[src/hdl/lair_pkg.sv]
// Package: register map, field layout and carrier types of the left ADC
// line-input routing bank. Assumes a 32-bit AHB-Lite fabric.
package lair_pkg;
	// Register indices; byte address is four times the index
	localparam logic [7:0] LAIR_IDX_ONE = 8'h13;
	localparam logic [7:0] LAIR_IDX_TWO = 8'h14;
	localparam logic [9:0] LAIR_ADDR_ONE = {LAIR_IDX_ONE, 2'h0};
	localparam logic [9:0] LAIR_ADDR_TWO = {LAIR_IDX_TWO, 2'h0};
	localparam int LAIR_ADDR_W = 10;
	// Field positions
	localparam int LAIR_MODE_BIT = 7;
	localparam int LAIR_LVL_HI = 6;
	localparam int LAIR_LVL_LO = 3;
	localparam int LAIR_PWR_BIT = 2;
	localparam int LAIR_BIAS_BIT = 2;
	localparam int LAIR_STEP_HI = 1;
	localparam int LAIR_STEP_LO = 0;
	// Reset values
	localparam logic [7:0] LAIR_RST_ONE = 8'h78;
	localparam logic [7:0] LAIR_RST_TWO = 8'h78;
	localparam logic [7:0] LAIR_TWO_WMASK = 8'hfc;
	// Level codes
	localparam logic [3:0] LAIR_LVL_OFF = 4'hf;
	localparam logic [3:0] LAIR_LVL_MIN = 4'h8;
	localparam logic [2:0] LAIR_HALF_DB_PER_CODE = 3'h3;
	typedef enum logic [1:0] {
		LAIR_STEP_EVERY = 2'b00,
		LAIR_STEP_EVERY_TWO = 2'b01,
		LAIR_STEP_OFF_A = 2'b10,
		LAIR_STEP_OFF_B = 2'b11
	} lair_step_t;
	localparam logic [1:0] LAIR_HTRANS_NONSEQ = 2'h2;
	localparam logic [31:0] LAIR_RDATA_ZERO = 32'h0000_0000;
	typedef struct packed {
		logic hsel;
		logic [31:0] haddr;
		logic [1:0] htrans;
		logic hwrite;
		logic [2:0] hsize;
		logic [31:0] hwdata;
		logic hready;
	} lair_ahb_in_t;
	typedef struct packed {
		logic [31:0] hrdata;
		logic hreadyout;
		logic hresp;
	} lair_ahb_out_t;
	typedef struct packed {
		logic one_diff;
		logic [3:0] one_level;
		logic one_connected;
		logic [4:0] one_atten_half_db;
		logic adc_power_up;
		logic [1:0] step_mode;
		logic two_diff;
		logic [3:0] two_level;
		logic two_connected;
		logic [4:0] two_atten_half_db;
		logic weak_bias_en;
	} lair_route_t;
endpackage

[src/hdl/lair_level_decode.sv]
// Level code decoder for one line input into the left gain mixer.
// Takes the bank's next code, unregistered, at its input; purely combinational.
`timescale 1ns/10ps
`default_nettype none
module lair_level_decode (
	// Code
	input wire logic [3:0] code,
	// Decoded
	output logic connected,
	output logic [4:0] atten_half_db
);
	import lair_pkg::*;
	// Reserved codes are treated as disconnected so that no odd gain leaks out
	always_comb begin
		connected = (code <= LAIR_LVL_MIN);
		atten_half_db = 5'h00;
		if (connected) begin
			atten_half_db = 5'(code) * 5'(LAIR_HALF_DB_PER_CODE);
		end
	end
endmodule
`default_nettype wire

[src/hdl/lair_regs.sv]
// Left ADC line-input routing register bank with an AHB-Lite slave.
// Assumes one master, single word transfers, sample_tick from ref_clk logic.
//
// Our own choice: the AHB-Lite slave port.
`timescale 1ns/10ps
`default_nettype none
module lair_regs (
	// Clock and reset
	input wire logic ref_clk,
	input wire logic rst,
	// Register bus
	input wire lair_pkg::lair_ahb_in_t ahb_in,
	output lair_pkg::lair_ahb_out_t ahb_out,
	// Sample pace
	input wire logic sample_tick,
	output logic step_pulse,
	// Analogue controls
	output lair_pkg::lair_route_t route
);
	import lair_pkg::*;

	typedef struct packed {
		logic dp_valid;
		logic dp_write;
		logic dp_one;
		logic dp_two;
		logic [7:0] reg_one;
		logic [7:0] reg_two;
		logic [31:0] rdata;
		logic ready;
		lair_route_t route;
	} lair_state_t;

	lair_state_t st_reg, st_next;

	logic ap_take;
	logic ap_one;
	logic ap_two;
	logic [7:0] one_val;
	logic [7:0] two_val;
	logic one_conn;
	logic two_conn;
	logic [4:0] one_att;
	logic [4:0] two_att;

	// Address phase is taken only with hready high
	assign ap_take = ahb_in.hsel && ahb_in.hready && ahb_in.htrans[1];
	assign ap_one = (ahb_in.haddr[LAIR_ADDR_W-1:0] == LAIR_ADDR_ONE)
		&& (ahb_in.haddr[31:LAIR_ADDR_W] == '0);
	assign ap_two = (ahb_in.haddr[LAIR_ADDR_W-1:0] == LAIR_ADDR_TWO)
		&& (ahb_in.haddr[31:LAIR_ADDR_W] == '0);

	// Register values after any write in the current data phase
	always_comb begin
		one_val = st_reg.reg_one;
		two_val = st_reg.reg_two;
		if (st_reg.dp_valid && st_reg.dp_write) begin
			if (st_reg.dp_one) begin
				one_val = ahb_in.hwdata[7:0];
			end
			if (st_reg.dp_two) begin
				// Reserved low bits never stored, so they always read zero
				two_val = ahb_in.hwdata[7:0] & LAIR_TWO_WMASK;
			end
		end
	end

	lair_level_decode u_dec_one (
		.code(one_val[LAIR_LVL_HI:LAIR_LVL_LO]),
		.connected(one_conn),
		.atten_half_db(one_att)
	);

	lair_level_decode u_dec_two (
		.code(two_val[LAIR_LVL_HI:LAIR_LVL_LO]),
		.connected(two_conn),
		.atten_half_db(two_att)
	);

	always_comb begin
		st_next = st_reg;
		st_next.ready = 1'b1;
		st_next.dp_valid = ap_take;
		st_next.dp_write = ap_take && ahb_in.hwrite;
		st_next.dp_one = ap_take && ap_one;
		st_next.dp_two = ap_take && ap_two;
		st_next.reg_one = one_val;
		st_next.reg_two = two_val;
		// Reads forward a write still in its data phase
		st_next.rdata = LAIR_RDATA_ZERO;
		if (ap_take && !ahb_in.hwrite) begin
			if (ap_one) begin
				st_next.rdata = {24'h000000, one_val};
			end else if (ap_two) begin
				st_next.rdata = {24'h000000, two_val};
			end
		end
		st_next.route.one_diff = one_val[LAIR_MODE_BIT];
		st_next.route.one_level = one_val[LAIR_LVL_HI:LAIR_LVL_LO];
		st_next.route.one_connected = one_conn;
		st_next.route.one_atten_half_db = one_att;
		st_next.route.adc_power_up = one_val[LAIR_PWR_BIT];
		st_next.route.step_mode = one_val[LAIR_STEP_HI:LAIR_STEP_LO];
		st_next.route.two_diff = two_val[LAIR_MODE_BIT];
		st_next.route.two_level = two_val[LAIR_LVL_HI:LAIR_LVL_LO];
		st_next.route.two_connected = two_conn;
		st_next.route.two_atten_half_db = two_att;
		st_next.route.weak_bias_en = two_val[LAIR_BIAS_BIT];
	end

	always_ff @(posedge ref_clk) begin
		if (rst) begin
			st_reg <= '0;
			st_reg.ready <= 1'b1;
			st_reg.reg_one <= LAIR_RST_ONE;
			st_reg.reg_two <= LAIR_RST_TWO;
			st_reg.route.one_level <= LAIR_LVL_OFF;
			st_reg.route.two_level <= LAIR_LVL_OFF;
		end else begin
			st_reg <= st_next;
		end
	end

	lair_step_pacer u_pacer (
		.ref_clk(ref_clk),
		.rst(rst),
		.sample_tick(sample_tick),
		.step_mode(st_reg.route.step_mode),
		.step_pulse(step_pulse)
	);

	// Zero wait states; errors are never signalled
	assign ahb_out.hrdata = st_reg.rdata;
	assign ahb_out.hreadyout = st_reg.ready;
	assign ahb_out.hresp = 1'b0;
	assign route = st_reg.route;

	logic wr_one_dp;
	logic wr_two_dp;
	logic rd_two_dp;
	logic rd_one_dp;
	logic rd_dp;
	assign wr_one_dp = st_reg.dp_valid && st_reg.dp_write && st_reg.dp_one;
	assign wr_two_dp = st_reg.dp_valid && st_reg.dp_write && st_reg.dp_two;
	assign rd_two_dp = st_reg.dp_valid && !st_reg.dp_write && st_reg.dp_two;
	assign rd_one_dp = st_reg.dp_valid && !st_reg.dp_write && st_reg.dp_one;
	assign rd_dp = st_reg.dp_valid && !st_reg.dp_write;
endmodule
`default_nettype wire

[src/hdl/lair_step_pacer.sv]
// Soft-step pacer for the left gain stage.
// Assumes sample_tick is a one-cycle pulse per sample from ref_clk logic.
`timescale 1ns/10ps
`default_nettype none
module lair_step_pacer (
	// Clock and reset
	input wire logic ref_clk,
	input wire logic rst,
	// Control
	input wire logic sample_tick,
	input wire logic [1:0] step_mode,
	// Pace
	output logic step_pulse
);
	import lair_pkg::*;
	typedef struct packed {
		logic odd;
		logic pulse;
	} lair_pace_st_t;
	lair_pace_st_t st_reg, st_next;
	always_comb begin
		st_next = st_reg;
		st_next.pulse = 1'b0;
		case (lair_step_t'(step_mode))
			LAIR_STEP_EVERY: begin
				st_next.odd = 1'b0;
				st_next.pulse = sample_tick;
			end
			LAIR_STEP_EVERY_TWO: begin
				if (sample_tick) begin
					st_next.odd = !st_reg.odd;
					st_next.pulse = st_reg.odd;
				end
			end
			default: begin
				st_next.odd = 1'b0;
			end
		endcase
	end
	always_ff @(posedge ref_clk) begin
		if (rst) begin
			st_reg <= '0;
		end else begin
			st_reg <= st_next;
		end
	end
	assign step_pulse = st_reg.pulse;
endmodule
`default_nettype wire

[config.mk]
export PLATFORM = sky130hd
export DESIGN_NAME = lair_regs
export DESIGN_NICKNAME = d
export VERILOG_FILES = /design/src/hdl/lair_pkg.sv /design/src/hdl/lair_level_decode.sv /design/src/hdl/lair_regs.sv /design/src/hdl/lair_step_pacer.sv
export SDC_FILE = /design/constraint.sdc
export NUM_CORES = 1
export LEC_CHECK = 0
export BUFFER_PORTS_ARGS = -buffer_cell sky130_fd_sc_hd__buf_2
export CAP_MARGIN = 40
export CORE_MARGIN = 1.5
export CORE_UTILIZATION = 43
export DETAILED_ROUTE_END_ITERATION = 8
export GPL_TIMING_DRIVEN = 0
export PLACE_DENSITY = 0.87
export SKIP_CTS_REPAIR_TIMING = 1
export SYNTH_ARGS = -nofsm -noshare
export SYNTH_HDL_FRONTEND = slang
export SYNTH_SLANG_ARGS = --single-unit
[constraint.sdc]
create_clock -name ref_clk -period 2.2 [get_ports ref_clk]
set_input_delay 0.22 -clock ref_clk [delete_from_list [all_inputs] [get_ports ref_clk]]
set_output_delay 0.22 -clock ref_clk [all_outputs]
set_load 0.005 [all_outputs]
==> flow_metrics.tcl <==
set metrics [dict create \
    synth_enable_flop_cells 0 \
    synth_common_cells "60 x buf_4, 42 x dfxtp_1, 17 x nor2_1, 13 x and2_1, 12 x mux2i_1" \
    pin_count 136 \
    grt_max_degree 14 \
    synth_cell_types 34 \
    wl_per_cell_um 10.46 \
    timing.slew.headroom 0.4552 \
    cts.sinks 42 \
    grt_use_total 0.1549 \
    vias_per_cell 4.205 \
    routed_wl_um 4330 \
    diodes 0 \
    ys_ff_latch 42 \
    cp.required_ns 2.43 \
    die-area_mm2 0.005505 \
    place_ws_ns -0.1388 \
    maxSlewViolCount 0 \
    insertion_delay_ns 0.29 \
    die_x_um 74.20 \
    maxClockFrequency_ghz 0.4743 \
    dr.pass1.iters 4 \
    synth_area_leaders "dfxtp_1 39%, buf_4 21%, ha_1 5.7%, mux2i_1 5.5%, and2_1 3.7%" \
    status "finished clean" \
    cp_max_fo 8 \
    start_kind "flip-flop" \
    port_buffers 81 \
    final_area_mm2 0.002978 \
    nets 433 \
    first_iter_violations 31 \
    htreeDepth 2 \
    ys_warn_count 0 \
    avgSynthCellArea_um2 9.560 \
    rows 25 \
    rsz0062_at_grt "false" \
    syn-cell-area_mm2 0.002180 \
    report.final.hold_viol_count 0 \
    setup-tns-final_ns 0 \
    syn2layout_area_growth_pct 36.62 \
    vias 1741 \
    dp_hpwl_um 3390 \
    antenna_left 0 \
    core-area_mm2 0.004817 \
    nFillCells 417 \
    peakVddDrop_mv 0.2132 \
    cts_buffer_depth 2 \
    largest_register_ffs 20 \
    synth_top_cell_area_share 0.3858 \
    overflow 0 \
    yosysMostFrequentCell "buf_4" \
    drive_gt1_frac 0.5130 \
    placed_area_mm2 0.002759 \
    synth_top_cell_by_area "dfxtp_1" \
    hp-class "in -> reg" \
    period_needed_ns 2.108 \
    yosysSeqAreaShare 0.3858 \
    p_leak_nw 1.538 \
    ff2ff_setup_slack_ns 0.09 \
    die_height_um 74.20 \
    grt_pass1_vias 1590 \
    netlist_instances 228 \
    power_density_mw_per_mm2 463.4 \
    finalWeightedCongestion 0.7342 \
    setup.worst_path.class "reg -> reg" \
    cts_root_buffer "clkbuf_8" \
    start_util 0.4525 \
    numCtsBuffers 5 \
    grt_pass1_wl_um 6444 \
    synth_ff_type "dfxtp_1" \
    fin_ws_ns 0.09176 \
    async_flop_share 0 \
    fin_crit_sh 0.9583 \
    drc 0 \
    worst_pin_slew_ns 0.8110 \
    clk_pin_slew_ns 0.07 \
    antenna_found_initial 0 \
    setup_viol 0 \
    cp-end-kind "flip-flop" \
    cp.arrival_ns 2.34 \
    cap_viol_max_count 0 \
    skew_ns 0.003317 \
    cts_tree "built" \
]
[metrics by stage]
stage / util / hold WS [ns] / instances / power [mW]
2_1_floorplan: - / 0.3361 / 252 / 0.8376
3_3_place_gp: 0.5727 / 0.4421 / 400 / 0.8846
3_5_place_dp: 0.5727 / 0.4482 / 400 / 0.8852
4_1_cts: 0.5925 / 0.1385 / 408 / 1.388
5_1_grt: 0.6182 / 0.1634 / 414 / 1.430
6_report: 0.6182 / 0.1495 / 414 / 1.380
[worst max-delay path, cell delays in order (launching register included)]
cell and delay (ns):
dfxtp_2 0.35, nand3_4 0.19, mux2i_4 0.30, inv_1 0.13, ha_1 0.32, a21oi_2 0.15
nor2_1 0.06, or3_2 0.43, a21oi_2 0.12
[routing by layer]
metal  GRT usage  part of all wire  up-vias
met5           0                 0        -
met4     0.06584             0.016        0
met3     0.03930             0.066        7
met2      0.2937              0.53       75
met1      0.1596              0.39      757
li1            -                 -      902
[final cells by class]
cell class                      instances  area, µm²  area share
Timing Repair Buffer                   87      450.4      0.1513
Clock inverter                          2      12.51    0.004202
Buffer                                 62      457.9      0.1538
Sequential cell                        42      845.8      0.2840
Clock buffer                            6      82.58     0.02773
Inverter                               11      41.29     0.01387
Multi-Input combinational cell        137       1003      0.3370
Tap cell                               67      83.83     0.02815
[worst paths after layout]
| path | endpoint | startpoint | cells past startpoint |
|---|---|---|---|
| worst max-delay path | route[19] | st_reg[77] | 8 |
| worst min-delay path | st_reg[77] | ahb_in[36] | 2 |
| worst max register to register | route[19] | st_reg[77] | 8 |
| worst min register to register | u_pacer.step_pulse | u_pacer.st_reg[1] | 2 |
[cells by family (layout without fill, tap and decap cells)]
| group | Yosys count | count (layout) | share of synthesized area |
|---|---|---|---|
| adder cells (fa/ha/maj) | 12 | 12 | 0.07578 |
| flip-flops | 42 | 42 | 0.3858 |
| AO/OA/AOI/OAI | 17 | 17 | 0.04650 |
| AND/OR/NAND/NOR | 65 | 65 | 0.1797 |
| multiplexers | 14 | 14 | 0.06774 |
| buffers and inverters | 73 | 168 | 0.2290 |
| other | 2 | 26 | 0.003446 |
| XOR/XNOR | 3 | 3 | 0.01206 |
[report_power, final]
part	switching, mW	leakage [nW]	internal (mW)	total, mW
clock	0.256	0.0472	0.252	0.508
sequential	0.00141	0.340	0.760	0.762
combinational	0.0436	1.15	0.0666	0.110
total	0.301	1.54	1.08	1.38
[cell usage in the layout, fill, tap and decap left out, types with 5 or more instances in the layout]
cell type / count
ha_1: 10
nand2_1: 5
mux2i_1: 6
nand2b_1: 6
inv_1: 6
dfxtp_1: 40
inv_2: 5
mux2i_4: 5
buf_2: 81
o22ai_1: 8
nor4_1: 5
conb_1: 26
clkbuf_8: 6
and2_1: 13
nor2_1: 17
buf_4: 66
No activity file was read; power rests on OpenSTA's default activity.
